--- src/core/predriver_pkg.sv ---
package predriver_pkg;

  // clock and timing
  localparam int CLK_PERIOD_NS   = 5;
  localparam int RST_LATENCY_NS  = 77;
  // longest time: round down
  localparam int RST_LATENCY_CYC = RST_LATENCY_NS / CLK_PERIOD_NS;
  localparam int DEAD_NS         = 100;
  // least time: round up
  localparam int DEAD_CYC        = (DEAD_NS + CLK_PERIOD_NS - 1)
                                   / CLK_PERIOD_NS;

  // serial frame layout
  localparam int FRAME_BITS = 8;
  localparam int OP_MSB     = 7;
  localparam int OP_LSB     = 4;
  localparam int DATA_MSB   = 3;
  localparam int DATA_LSB   = 0;

  // fault sources and mask split
  localparam int FAULT_W    = 8;
  localparam int MASK_W     = 4;
  localparam int PHASES     = 3;

  // config bits
  localparam int CFG_W           = 2;
  localparam int CFG_DT_OVR_BIT  = 0;
  localparam int CFG_ILK_OVR_BIT = 1;

  // reset values
  localparam logic [MASK_W-1:0]  MASK_RST  = 4'h0;
  localparam logic [CFG_W-1:0]   CFG_RST   = 2'h0;
  localparam logic [FAULT_W-1:0] FAULT_RST = 8'h00;

  // serial command opcodes
  typedef enum logic [3:0] {
    OP_STATUS    = 4'b0000,
    OP_MASK_LOW  = 4'b0010,
    OP_MASK_HIGH = 4'b0011,
    OP_CONFIG    = 4'b0100,
    OP_CLR_IRQ   = 4'b0110
  } spi_op_t;

endpackage : predriver_pkg

--- src/core/spi_frame_port.sv ---
`timescale 1ns/1ps

module spi_frame_port
  import predriver_pkg::*;
#(
  parameter int FRAME_W = FRAME_BITS
) (
  input  wire logic               clock_i,
  input  wire logic               rst_i,
  input  wire logic               sclk_i,
  input  wire logic               cs_n_i,
  input  wire logic               sdi_i,
  input  wire logic [FRAME_W-1:0] tx_data_i,
  output logic      [FRAME_W-1:0] rx_data_o,
  output logic                    rx_valid_o,
  output logic                    sdo_o,
  output logic                    sdo_oe_o
);

  localparam int CW = $clog2(FRAME_W + 1);
  localparam logic [CW-1:0] LAST_BIT = CW'(FRAME_W - 1);

  logic sclk_s1, sclk_s2, sclk_s3;
  logic cs_s1, cs_s2, cs_s3;
  logic sdi_s1, sdi_s2;
  logic sclk_rise, sclk_fall, cs_fall, active;
  logic [CW-1:0]      bit_cnt_r;
  logic [FRAME_W-1:0] rx_sh_r;
  logic [FRAME_W-1:0] tx_sh_r;

  // two-stage synchronisers, third stage for edges
  always_ff @(posedge clock_i) begin
    if (rst_i) begin
      sclk_s1 <= 1'b0;
      sclk_s2 <= 1'b0;
      sclk_s3 <= 1'b0;
      cs_s1   <= 1'b1;
      cs_s2   <= 1'b1;
      cs_s3   <= 1'b1;
      sdi_s1  <= 1'b0;
      sdi_s2  <= 1'b0;
    end else begin
      sclk_s1 <= sclk_i;
      sclk_s2 <= sclk_s1;
      sclk_s3 <= sclk_s2;
      cs_s1   <= cs_n_i;
      cs_s2   <= cs_s1;
      cs_s3   <= cs_s2;
      sdi_s1  <= sdi_i;
      sdi_s2  <= sdi_s1;
    end
  end

  // edge and frame decode
  assign sclk_rise = sclk_s2 & ~sclk_s3;
  assign sclk_fall = ~sclk_s2 & sclk_s3;
  assign cs_fall   = ~cs_s2 & cs_s3;
  assign active    = ~cs_s2;

  // receive: sample on falling edge, msb first
  always_ff @(posedge clock_i) begin
    if (rst_i) begin
      bit_cnt_r  <= '0;
      rx_sh_r    <= '0;
      rx_data_o  <= '0;
      rx_valid_o <= 1'b0;
    end else begin
      rx_valid_o <= 1'b0;
      if (!active) begin
        bit_cnt_r <= '0;
      end else if (sclk_fall) begin
        rx_sh_r <= {rx_sh_r[FRAME_W-2:0], sdi_s2};
        if (bit_cnt_r == LAST_BIT) begin
          rx_data_o  <= {rx_sh_r[FRAME_W-2:0], sdi_s2};
          rx_valid_o <= 1'b1;
          bit_cnt_r  <= '0;
        end else begin
          bit_cnt_r <= bit_cnt_r + CW'(1);
        end
      end
    end
  end

  // transmit: load at frame start, change on rising edge
  always_ff @(posedge clock_i) begin
    if (rst_i) begin
      sdo_o    <= 1'b0;
      sdo_oe_o <= 1'b0;
      tx_sh_r  <= '0;
    end else begin
      sdo_oe_o <= active;
      if (cs_fall) begin
        sdo_o   <= tx_data_i[FRAME_W-1];
        tx_sh_r <= tx_data_i;
      end else if (active && sclk_rise) begin
        sdo_o   <= tx_sh_r[FRAME_W-1];
        tx_sh_r <= {tx_sh_r[FRAME_W-2:0], 1'b0};
      end else if (!active) begin
        sdo_o <= 1'b0;
      end
    end
  end
endmodule : spi_frame_port

--- src/core/three_phase_predriver_control.sv ---
`timescale 1ns/1ps

// Overview of operation
// - gates drive only with both enables high
// - enable low clears gates without clock
// - high side waits for low side pulse
// - reset pin low: bias off, weak pulldown
// - logic reset within 77 ns of pin
// - power-on: reset held, gates hi-z, serial off
// - interrupt stays high until clear command
// - one bit of the low or high mask gates each fault source
// - serial frames only with select low
// - serial input sampled falling edge, msb first
// - serial output driven only with select low
// - serial output changes on rising edge
// - high-side commands active low, default off
// - low-side commands active high, default off
// - phase status follows comparator level
// - overcurrent status follows comparator level
// - deadtime and interlock, each overridable
module three_phase_predriver_control
  import predriver_pkg::*;
#(
  parameter int DEAD_COUNT = DEAD_CYC
) (
  input  wire logic               clock_i,
  input  wire logic               rst_i,
  input  wire logic               reset_n_i,
  input  wire logic               power_good_i,
  input  wire logic               enable_first_i,
  input  wire logic               enable_second_i,
  input  wire logic               phase_a_high_cmd_n_i,
  input  wire logic               phase_a_low_cmd_i,
  input  wire logic               phase_b_high_cmd_n_i,
  input  wire logic               phase_b_low_cmd_i,
  input  wire logic               phase_c_high_cmd_n_i,
  input  wire logic               phase_c_low_cmd_i,
  input  wire logic               phase_a_cmp_i,
  input  wire logic               phase_b_cmp_i,
  input  wire logic               phase_c_cmp_i,
  input  wire logic               overcurrent_cmp_i,
  input  wire logic [FAULT_W-1:0] fault_i,
  input  wire logic               sclk_i,
  input  wire logic               cs_n_i,
  input  wire logic               sdi_i,
  output logic                    sdo_o,
  output logic                    sdo_oe_o,
  output logic      [PHASES-1:0]  high_gate_o,
  output logic      [PHASES-1:0]  low_gate_o,
  output logic                    gate_oe_o,
  output logic                    gate_pulldown_o,
  output logic                    bias_on_o,
  output logic                    irq_o,
  output logic                    phase_a_level_out_o,
  output logic                    phase_b_level_out_o,
  output logic                    phase_c_level_out_o,
  output logic                    overcurrent_flag_out_o
);

  localparam int DW = $clog2(DEAD_COUNT + 1);
  localparam logic [DW-1:0] DEAD_LOAD = DW'(DEAD_COUNT);

  // decides whether one driver of a phase may be on next cycle
  function automatic logic drive_next(
    input logic req,
    input logic other_req,
    input logic own_on,
    input logic other_on,
    input logic idle,
    input logic ilk_ovr,
    input logic dt_ovr
  );
    logic clear;
    clear      = dt_ovr | (idle & ~other_on);
    drive_next = req & (ilk_ovr | ~other_req) & (own_on | clear);
  endfunction : drive_next

  logic                en_pins;
  logic                en_s1, en_s2;
  logic                rstn_s1, rstn_s2;
  logic                por_s1, por_s2;
  logic                int_rst_r;
  logic [PHASES-1:0]   hs_raw, ls_raw;
  logic [PHASES-1:0]   hs_s1, hs_s2, ls_s1, ls_s2;
  logic [PHASES-1:0]   cmp_raw, cmp_s1, cmp_s2;
  logic                oc_s1, oc_s2;
  logic [FAULT_W-1:0]  fault_s1, fault_s2;
  logic [PHASES-1:0]   hs_req, ls_req;
  logic [PHASES-1:0]   hs_nxt, ls_nxt;
  logic [PHASES-1:0]   boot_ok_r;
  logic [DW-1:0]       dead_cnt_r [PHASES];
  logic [MASK_W-1:0]   fault_mask_low_r;
  logic [MASK_W-1:0]   fault_mask_high_r;
  logic [CFG_W-1:0]    cfg_r;
  logic [FAULT_W-1:0]  fault_lat_r;
  logic [FAULT_W-1:0]  mask_all;
  logic [FAULT_W-1:0]  unmasked;
  logic [FRAME_BITS-1:0] rx_data;
  logic                rx_valid;
  logic                clr_irq;
  spi_op_t             rx_op;

  // pin bundles
  assign en_pins = enable_first_i & enable_second_i;
  assign hs_raw  = {phase_c_high_cmd_n_i, phase_b_high_cmd_n_i,
                    phase_a_high_cmd_n_i};
  assign ls_raw  = {phase_c_low_cmd_i, phase_b_low_cmd_i,
                    phase_a_low_cmd_i};
  assign cmp_raw = {phase_c_cmp_i, phase_b_cmp_i, phase_a_cmp_i};

  // synchronisers for reset, power-good and enables
  always_ff @(posedge clock_i) begin
    if (rst_i) begin
      rstn_s1 <= 1'b0;
      rstn_s2 <= 1'b0;
      por_s1  <= 1'b0;
      por_s2  <= 1'b0;
      en_s1   <= 1'b0;
      en_s2   <= 1'b0;
    end else begin
      rstn_s1 <= reset_n_i;
      rstn_s2 <= rstn_s1;
      por_s1  <= power_good_i;
      por_s2  <= por_s1;
      en_s1   <= en_pins;
      en_s2   <= en_s1;
    end
  end

  // synchronisers for commands, comparators and faults
  always_ff @(posedge clock_i) begin
    if (rst_i) begin
      hs_s1    <= '1;
      hs_s2    <= '1;
      ls_s1    <= '0;
      ls_s2    <= '0;
      cmp_s1   <= '0;
      cmp_s2   <= '0;
      oc_s1    <= 1'b0;
      oc_s2    <= 1'b0;
      fault_s1 <= '0;
      fault_s2 <= '0;
    end else begin
      hs_s1    <= hs_raw;
      hs_s2    <= hs_s1;
      ls_s1    <= ls_raw;
      ls_s2    <= ls_s1;
      cmp_s1   <= cmp_raw;
      cmp_s2   <= cmp_s1;
      oc_s1    <= overcurrent_cmp_i;
      oc_s2    <= oc_s1;
      fault_s1 <= fault_i;
      fault_s2 <= fault_s1;
    end
  end

  // internal reset from reset pin and power-on
  always_ff @(posedge clock_i) begin
    if (rst_i) begin
      int_rst_r <= 1'b1;
    end else begin
      int_rst_r <= ~rstn_s2 | ~por_s2;
    end
  end

  // supply-state outputs
  always_ff @(posedge clock_i) begin
    if (rst_i) begin
      gate_oe_o       <= 1'b0;
      gate_pulldown_o <= 1'b1;
      bias_on_o       <= 1'b0;
    end else begin
      gate_oe_o       <= por_s2 & rstn_s2;
      gate_pulldown_o <= ~rstn_s2;
      bias_on_o       <= rstn_s2 & por_s2;
    end
  end

  // command decode: high active low, low active high
  assign hs_req = ~hs_s2;
  assign ls_req = ls_s2;

  // per-phase gate decision
  always_comb begin
    for (int i = 0; i < PHASES; i++) begin
      hs_nxt[i] = en_s2 & boot_ok_r[i] &
                  drive_next(hs_req[i], ls_req[i], high_gate_o[i],
                             low_gate_o[i], dead_cnt_r[i] == '0,
                             cfg_r[CFG_ILK_OVR_BIT],
                             cfg_r[CFG_DT_OVR_BIT]);
      ls_nxt[i] = en_s2 &
                  drive_next(ls_req[i], hs_req[i], low_gate_o[i],
                             high_gate_o[i], dead_cnt_r[i] == '0,
                             cfg_r[CFG_ILK_OVR_BIT],
                             cfg_r[CFG_DT_OVR_BIT]);
    end
  end

  // gate flops, cleared at once by either enable low
  always_ff @(posedge clock_i or negedge en_pins) begin
    if (!en_pins) begin
      high_gate_o <= '0;
      low_gate_o  <= '0;
    end else if (rst_i || int_rst_r) begin
      high_gate_o <= '0;
      low_gate_o  <= '0;
    end else begin
      high_gate_o <= hs_nxt;
      low_gate_o  <= ls_nxt;
    end
  end

  // bootstrap charged once low side has been on
  always_ff @(posedge clock_i) begin
    if (rst_i || int_rst_r) begin
      boot_ok_r <= '0;
    end else begin
      for (int i = 0; i < PHASES; i++) begin
        if (low_gate_o[i]) begin
          boot_ok_r[i] <= 1'b1;
        end else if (!en_s2) begin
          boot_ok_r[i] <= 1'b0;
        end
      end
    end
  end

  // deadtime: held full while a gate is on, counts after
  always_ff @(posedge clock_i) begin
    if (rst_i || int_rst_r) begin
      for (int i = 0; i < PHASES; i++) begin
        dead_cnt_r[i] <= '0;
      end
    end else begin
      for (int i = 0; i < PHASES; i++) begin
        if (high_gate_o[i] || low_gate_o[i]) begin
          dead_cnt_r[i] <= DEAD_LOAD;
        end else if (dead_cnt_r[i] != '0) begin
          dead_cnt_r[i] <= dead_cnt_r[i] - DW'(1);
        end
      end
    end
  end

  // status outputs follow comparators
  always_ff @(posedge clock_i) begin
    if (rst_i || int_rst_r) begin
      phase_a_level_out_o    <= 1'b0;
      phase_b_level_out_o    <= 1'b0;
      phase_c_level_out_o    <= 1'b0;
      overcurrent_flag_out_o <= 1'b0;
    end else begin
      phase_a_level_out_o    <= cmp_s2[0];
      phase_b_level_out_o    <= cmp_s2[1];
      phase_c_level_out_o    <= cmp_s2[2];
      overcurrent_flag_out_o <= oc_s2;
    end
  end

  // serial port, held in reset with the core
  spi_frame_port #(
    .FRAME_W   (FRAME_BITS)
  ) u_spi (
    .clock_i   (clock_i),
    .rst_i     (rst_i | int_rst_r),
    .sclk_i    (sclk_i),
    .cs_n_i    (cs_n_i),
    .sdi_i     (sdi_i),
    .tx_data_i (fault_lat_r),
    .rx_data_o (rx_data),
    .rx_valid_o(rx_valid),
    .sdo_o     (sdo_o),
    .sdo_oe_o  (sdo_oe_o)
  );

  assign rx_op = spi_op_t'(rx_data[OP_MSB:OP_LSB]);
  assign clr_irq = rx_valid && (rx_op == OP_CLR_IRQ);

  // command execution
  always_ff @(posedge clock_i) begin
    if (rst_i || int_rst_r) begin
      fault_mask_low_r  <= MASK_RST;
      fault_mask_high_r <= MASK_RST;
      cfg_r             <= CFG_RST;
    end else if (rx_valid) begin
      case (rx_op)
        OP_MASK_LOW:  fault_mask_low_r  <= rx_data[DATA_MSB:DATA_LSB];
        OP_MASK_HIGH: fault_mask_high_r <= rx_data[DATA_MSB:DATA_LSB];
        OP_CONFIG:    cfg_r <= rx_data[CFG_W-1:DATA_LSB];
        default: begin
          cfg_r <= cfg_r;
        end
      endcase
    end
  end

  // masks gate faults onto the interrupt
  assign mask_all = {fault_mask_high_r, fault_mask_low_r};
  assign unmasked = fault_s2 & ~mask_all;

  // latched faults and interrupt, set wins over clear
  always_ff @(posedge clock_i) begin
    if (rst_i || int_rst_r) begin
      fault_lat_r <= FAULT_RST;
      irq_o       <= 1'b0;
    end else begin
      fault_lat_r <= (clr_irq ? FAULT_RST : fault_lat_r) | fault_s2;
      if (|unmasked) begin
        irq_o <= 1'b1;
      end else if (clr_irq) begin
        irq_o <= 1'b0;
      end
    end
  end

  localparam int RstBound = RST_LATENCY_CYC - 2; // two cycles in sequence
endmodule : three_phase_predriver_control

--- config.mk ---
export PLATFORM = sky130hd
export DESIGN_NAME = three_phase_predriver_control
export DESIGN_NICKNAME = d
export VERILOG_FILES = /design/src/core/predriver_pkg.sv /design/src/core/spi_frame_port.sv /design/src/core/three_phase_predriver_control.sv
export SDC_FILE = /design/constraint.sdc
export NUM_CORES = 1
export LEC_CHECK = 0
export CAP_MARGIN = 20
export CORE_AREA = 3 3 92 94
export CTS_CLUSTER_DIAMETER = 100
export DETAILED_ROUTE_END_ITERATION = 12
export DIE_AREA = 0 0 95 97
export DONT_BUFFER_PORTS = 1
export PLACE_DENSITY = 0.77
export SLEW_MARGIN = 5
export SYNTH_ARGS = -nofsm -noshare
export SYNTH_HDL_FRONTEND = slang
export SYNTH_SLANG_ARGS = --single-unit
--- constraint.sdc ---
create_clock -name clock_i -period 2.3 [get_ports clock_i]
set_input_delay 0.46 -clock clock_i [delete_from_list [all_inputs] [get_ports clock_i]]
set_output_delay 0.46 -clock clock_i [all_outputs]
set_load 0.005 [all_outputs]
==> impl_metrics.csv <==
group,metric,value,unit
run_status,status,"complete, no violations",
timing,finClkSkew,0.008901,ns
cts,h-tree-depth,4,
drt,drtIter0Drc,246,
worst_hold_path,holdCritStartpoint,"rst_i",
cts,cts_tree,"built",
global_routing,grt_pass1_wl,15060,um
global_routing,grt_pass1_vias,3227,
drt,route.detailed.drc,0,
cts,cts.clk_slew.worst_paths,0.06,ns
cells_and_area,drive_gt1_frac,0.1006,
place,port_buffers,0,
cells_and_area,area_delta_synth_final,13.53,%
floorplan,start_util,0.6174,
floorplan,die_x,95,um
cells_and_area,fillers,574,
synth,postSynthAreaPerCell,10.15,um2
pwr,leakagePower,1.967,nW
synth,synth_area_leaders,"dfxtp_1 (46%), edfxtp_1 (9.4%), a21oi_1 (5.1%)",
global_routing,overflow,0,
floorplan,io-pin-count,43,
timing,fin_ws,0.2609,ns
global_routing,antenna_found_initial,0,
drt,avgViaCountPerCell,5.676,
worst_setup_path,r2r-start,"dead_cnt_r[0][0]$_SDFFCE_PN0P_",
place,preCtsSetupSlack,0.2576,ns
worst_hold_path,min_to,"cmp_s2[0]$_SDFF_PP0_",
worst_hold_path,hold_path.class,"in2reg",
drt,via_count,3343,
worst_setup_path,path_class,"reg2reg",
worst_setup_path,crit_path_start,"dead_cnt_r[0][0]$_SDFFCE_PN0P_",
worst_hold_path,worstHoldPathCells,1,
place,place_congestion,0.8498,
worst_setup_path,r2r_cells,4,
cts,clk_latency,0.52,ns
worst_setup_path,startpoint_type,"flip-flop",
synth,syn_area,4771,um2
floorplan,die-height,97,um
place,placed_area,4817,um2
worst_setup_path,setup.worst_path.end_class,"flip-flop",
cells_and_area,final_common_cell,"dfxtp_1",
run,drv_cap,0,
drt,wire_per_inst,15.44,um
worst_setup_path,cp.arrival,2.26,ns
worst_setup_path,worst-r2r-setup-slack,0.26,ns
drt,ant_nets,0,
cells_and_area,final_cell_mix,"dfxtp_1 (109), a21oi_1 (49), o21ai_0 (47)",
place,place_hpwl,5807,um
synth,yosysTopAreaCellShare,0.4574,
synth,ys_ff_latch,130,
synth,synth_ff_type,"dfxtp_1",
timing,fmax,490.4,MHz
cts,clock-sinks,130,
pwr,irDropWorstVdd,0.7681,mV
timing,slew_violations,0,
worst_setup_path,crit_required,2.52,ns
synth,async_reset_ff_frac,0.04615,
worst_setup_path,crit_path_max_fanout,7,
timing,tns,0,ns
synth,synth_top_cell_by_area,"dfxtp_1",
timing,final.min_clock_period,2.039,ns
cts,cts-root-buf,"clkbuf_8",
timing,finalCritPeriodShare,0.8866,
synth,synth_edf_count,15,
timing,setup_viol,0,
synth,synthCells,470,
synth,ys_warn_count,0,
floorplan,die-area,9215,um2
drt,routed_wl,9097,um
cells_and_area,final_cell_area,5416,um2
floorplan,core_area,7727,um2
synth,synth_fp_nets,501,
drt,firstDrtPassIters,4,
global_routing,grt_max_degree,36,
synth,seq_area_frac_synth,0.5833,
cts,clk_path_buf_depth,2,
worst_setup_path,reg2reg_to,"dead_cnt_r[0][3]$_SDFFCE_PN0P_",
cells_and_area,n_antenna_cell,0,
global_routing,grt_util_all_layers,0.2106,
pwr,total_power,4.817,mW
synth,ys_types,55,
cts,cts-buffers-inserted,17,
timing,tightestPinTransition,0.7343,ns
pwr,p_per_area,889.4,nW/um2
timing,slew-limit-headroom,0.5094,
timing,hold_viol_final,0,
floorplan,rows,32,
cells_and_area,final_nets,505,
timing,rsz0062_at_grt,"false",
==> state kept, by name, indices dropped and copies added, names as in the netlist, 4 cells and up <==
register and count:
dead_cnt_r 15, fault_mask_high_r 4, fault_s2 8, u_spi.tx_sh_r 8, fault_mask_low_r 4, u_spi.rx_data_o 8
u_spi.rx_sh_r 7, fault_s1 8, u_spi.bit_cnt_r 4, fault_lat_r 8
==> metrics by stage <==
step,std cells,hold slack (ns),utilization
6_report,589,0.01872,0.7009
5_1_grt,589,0.004704,0.7009
4_1_cts,588,0.001460,0.6990
3_5_place_dp,552,0.3942,0.6234
3_3_place_gp,552,0.3887,0.6234
2_1_floorplan,470,0.3319,-
==> repair_timing <==
action / in CTS / in global routing
resized for setup: 0 / 0
buffers inserted: 0 / 0
hold buffers: 4 / 0
hold endpoints to repair: 38 / 0
==> cell usage after synthesis, drive strengths merged (3+ instances only) <==
| cell | instances |
|---|---|
| nand3 | 22 |
| mux2i | 8 |
| a21oi | 49 |
| or4 | 4 |
| edfxtp | 15 |
| nand2 | 15 |
| o21ai | 48 |
| nor3b | 3 |
| xnor2 | 5 |
| and2 | 11 |
| clkbuf | 17 |
| ha | 4 |
| a2111oi | 3 |
| nor2b | 36 |
| o2111a | 3 |
| or2 | 8 |
| dfrtp | 6 |
| o31a | 3 |
| inv | 23 |
| buf | 7 |
| nor3 | 3 |
| or4b | 3 |
| nor2 | 26 |
| nand2b | 8 |
| dfxtp | 109 |
==> worst max path at each step <==
stage | to | slack (ns) | cells past startpoint
floorplan | dead_cnt_r[0][0]$_SDFFCE_PN0P_ | 0.32 | 5
global placement | dead_cnt_r[1][4]$_SDFFCE_PN0P_ | 0.34 | 4
detailed placement | dead_cnt_r[0][3]$_SDFFCE_PN0P_ | 0.26 | 4
CTS | dead_cnt_r[0][3]$_SDFFCE_PN0P_ | 0.26 | 4
global route | dead_cnt_r[0][3]$_SDFFCE_PN0P_ | 0.17 | 4
finish | dead_cnt_r[0][3]$_SDFFCE_PN0P_ | 0.26 | 4
==> area by class of cell <==
| class | instances | area (um2) | area share |
|---|---|---|---|
| Sequential cell | 130 | 2783 | 0.5137 |
| Multi-Input combinational cell | 293 | 1790 | 0.3306 |
| Clock buffer | 20 | 435.4 | 0.08039 |
| Tap cell | 102 | 127.6 | 0.02356 |
| Clock inverter | 12 | 108.9 | 0.02010 |
| Inverter | 23 | 86.33 | 0.01594 |
| Timing Repair Buffer | 9 | 85.08 | 0.01571 |
==> power by group <==
part	internal, mW	switching, mW
combinational	0.0327	0.0309
sequential	2.33	0.0113
clock	1.46	0.956
total	3.82	0.998
==> worst max-delay path, cell delays in order (launching register included) <==
cell,delay (ns)
edfxtp_1,0.41
inv_1,0.08
ha_1,0.18
or4b_4,0.54
or4_1,0.55
==> metal layers <==
layer,GRT usage,routed length (um),vias to the layer above
met4,0.09212,155,0
met1,0.2603,3920,1574
met5,0,0,-
met2,0.3275,4475,97
met3,0.07776,546,22
li1,-,-,1650
==> kinds of logic after synthesis <==
group                    share of synthesized area
XOR/XNOR                                  0.009179
AO/OA/AOI/OAI                               0.1442
AND/OR/NAND/NOR                             0.1946
buffers and inverters                      0.04144
flip-flops                                  0.5833
adder cells (fa/ha/maj)                    0.01049
multiplexers                               0.01679
No activity file was read; power rests on OpenSTA's default activity.
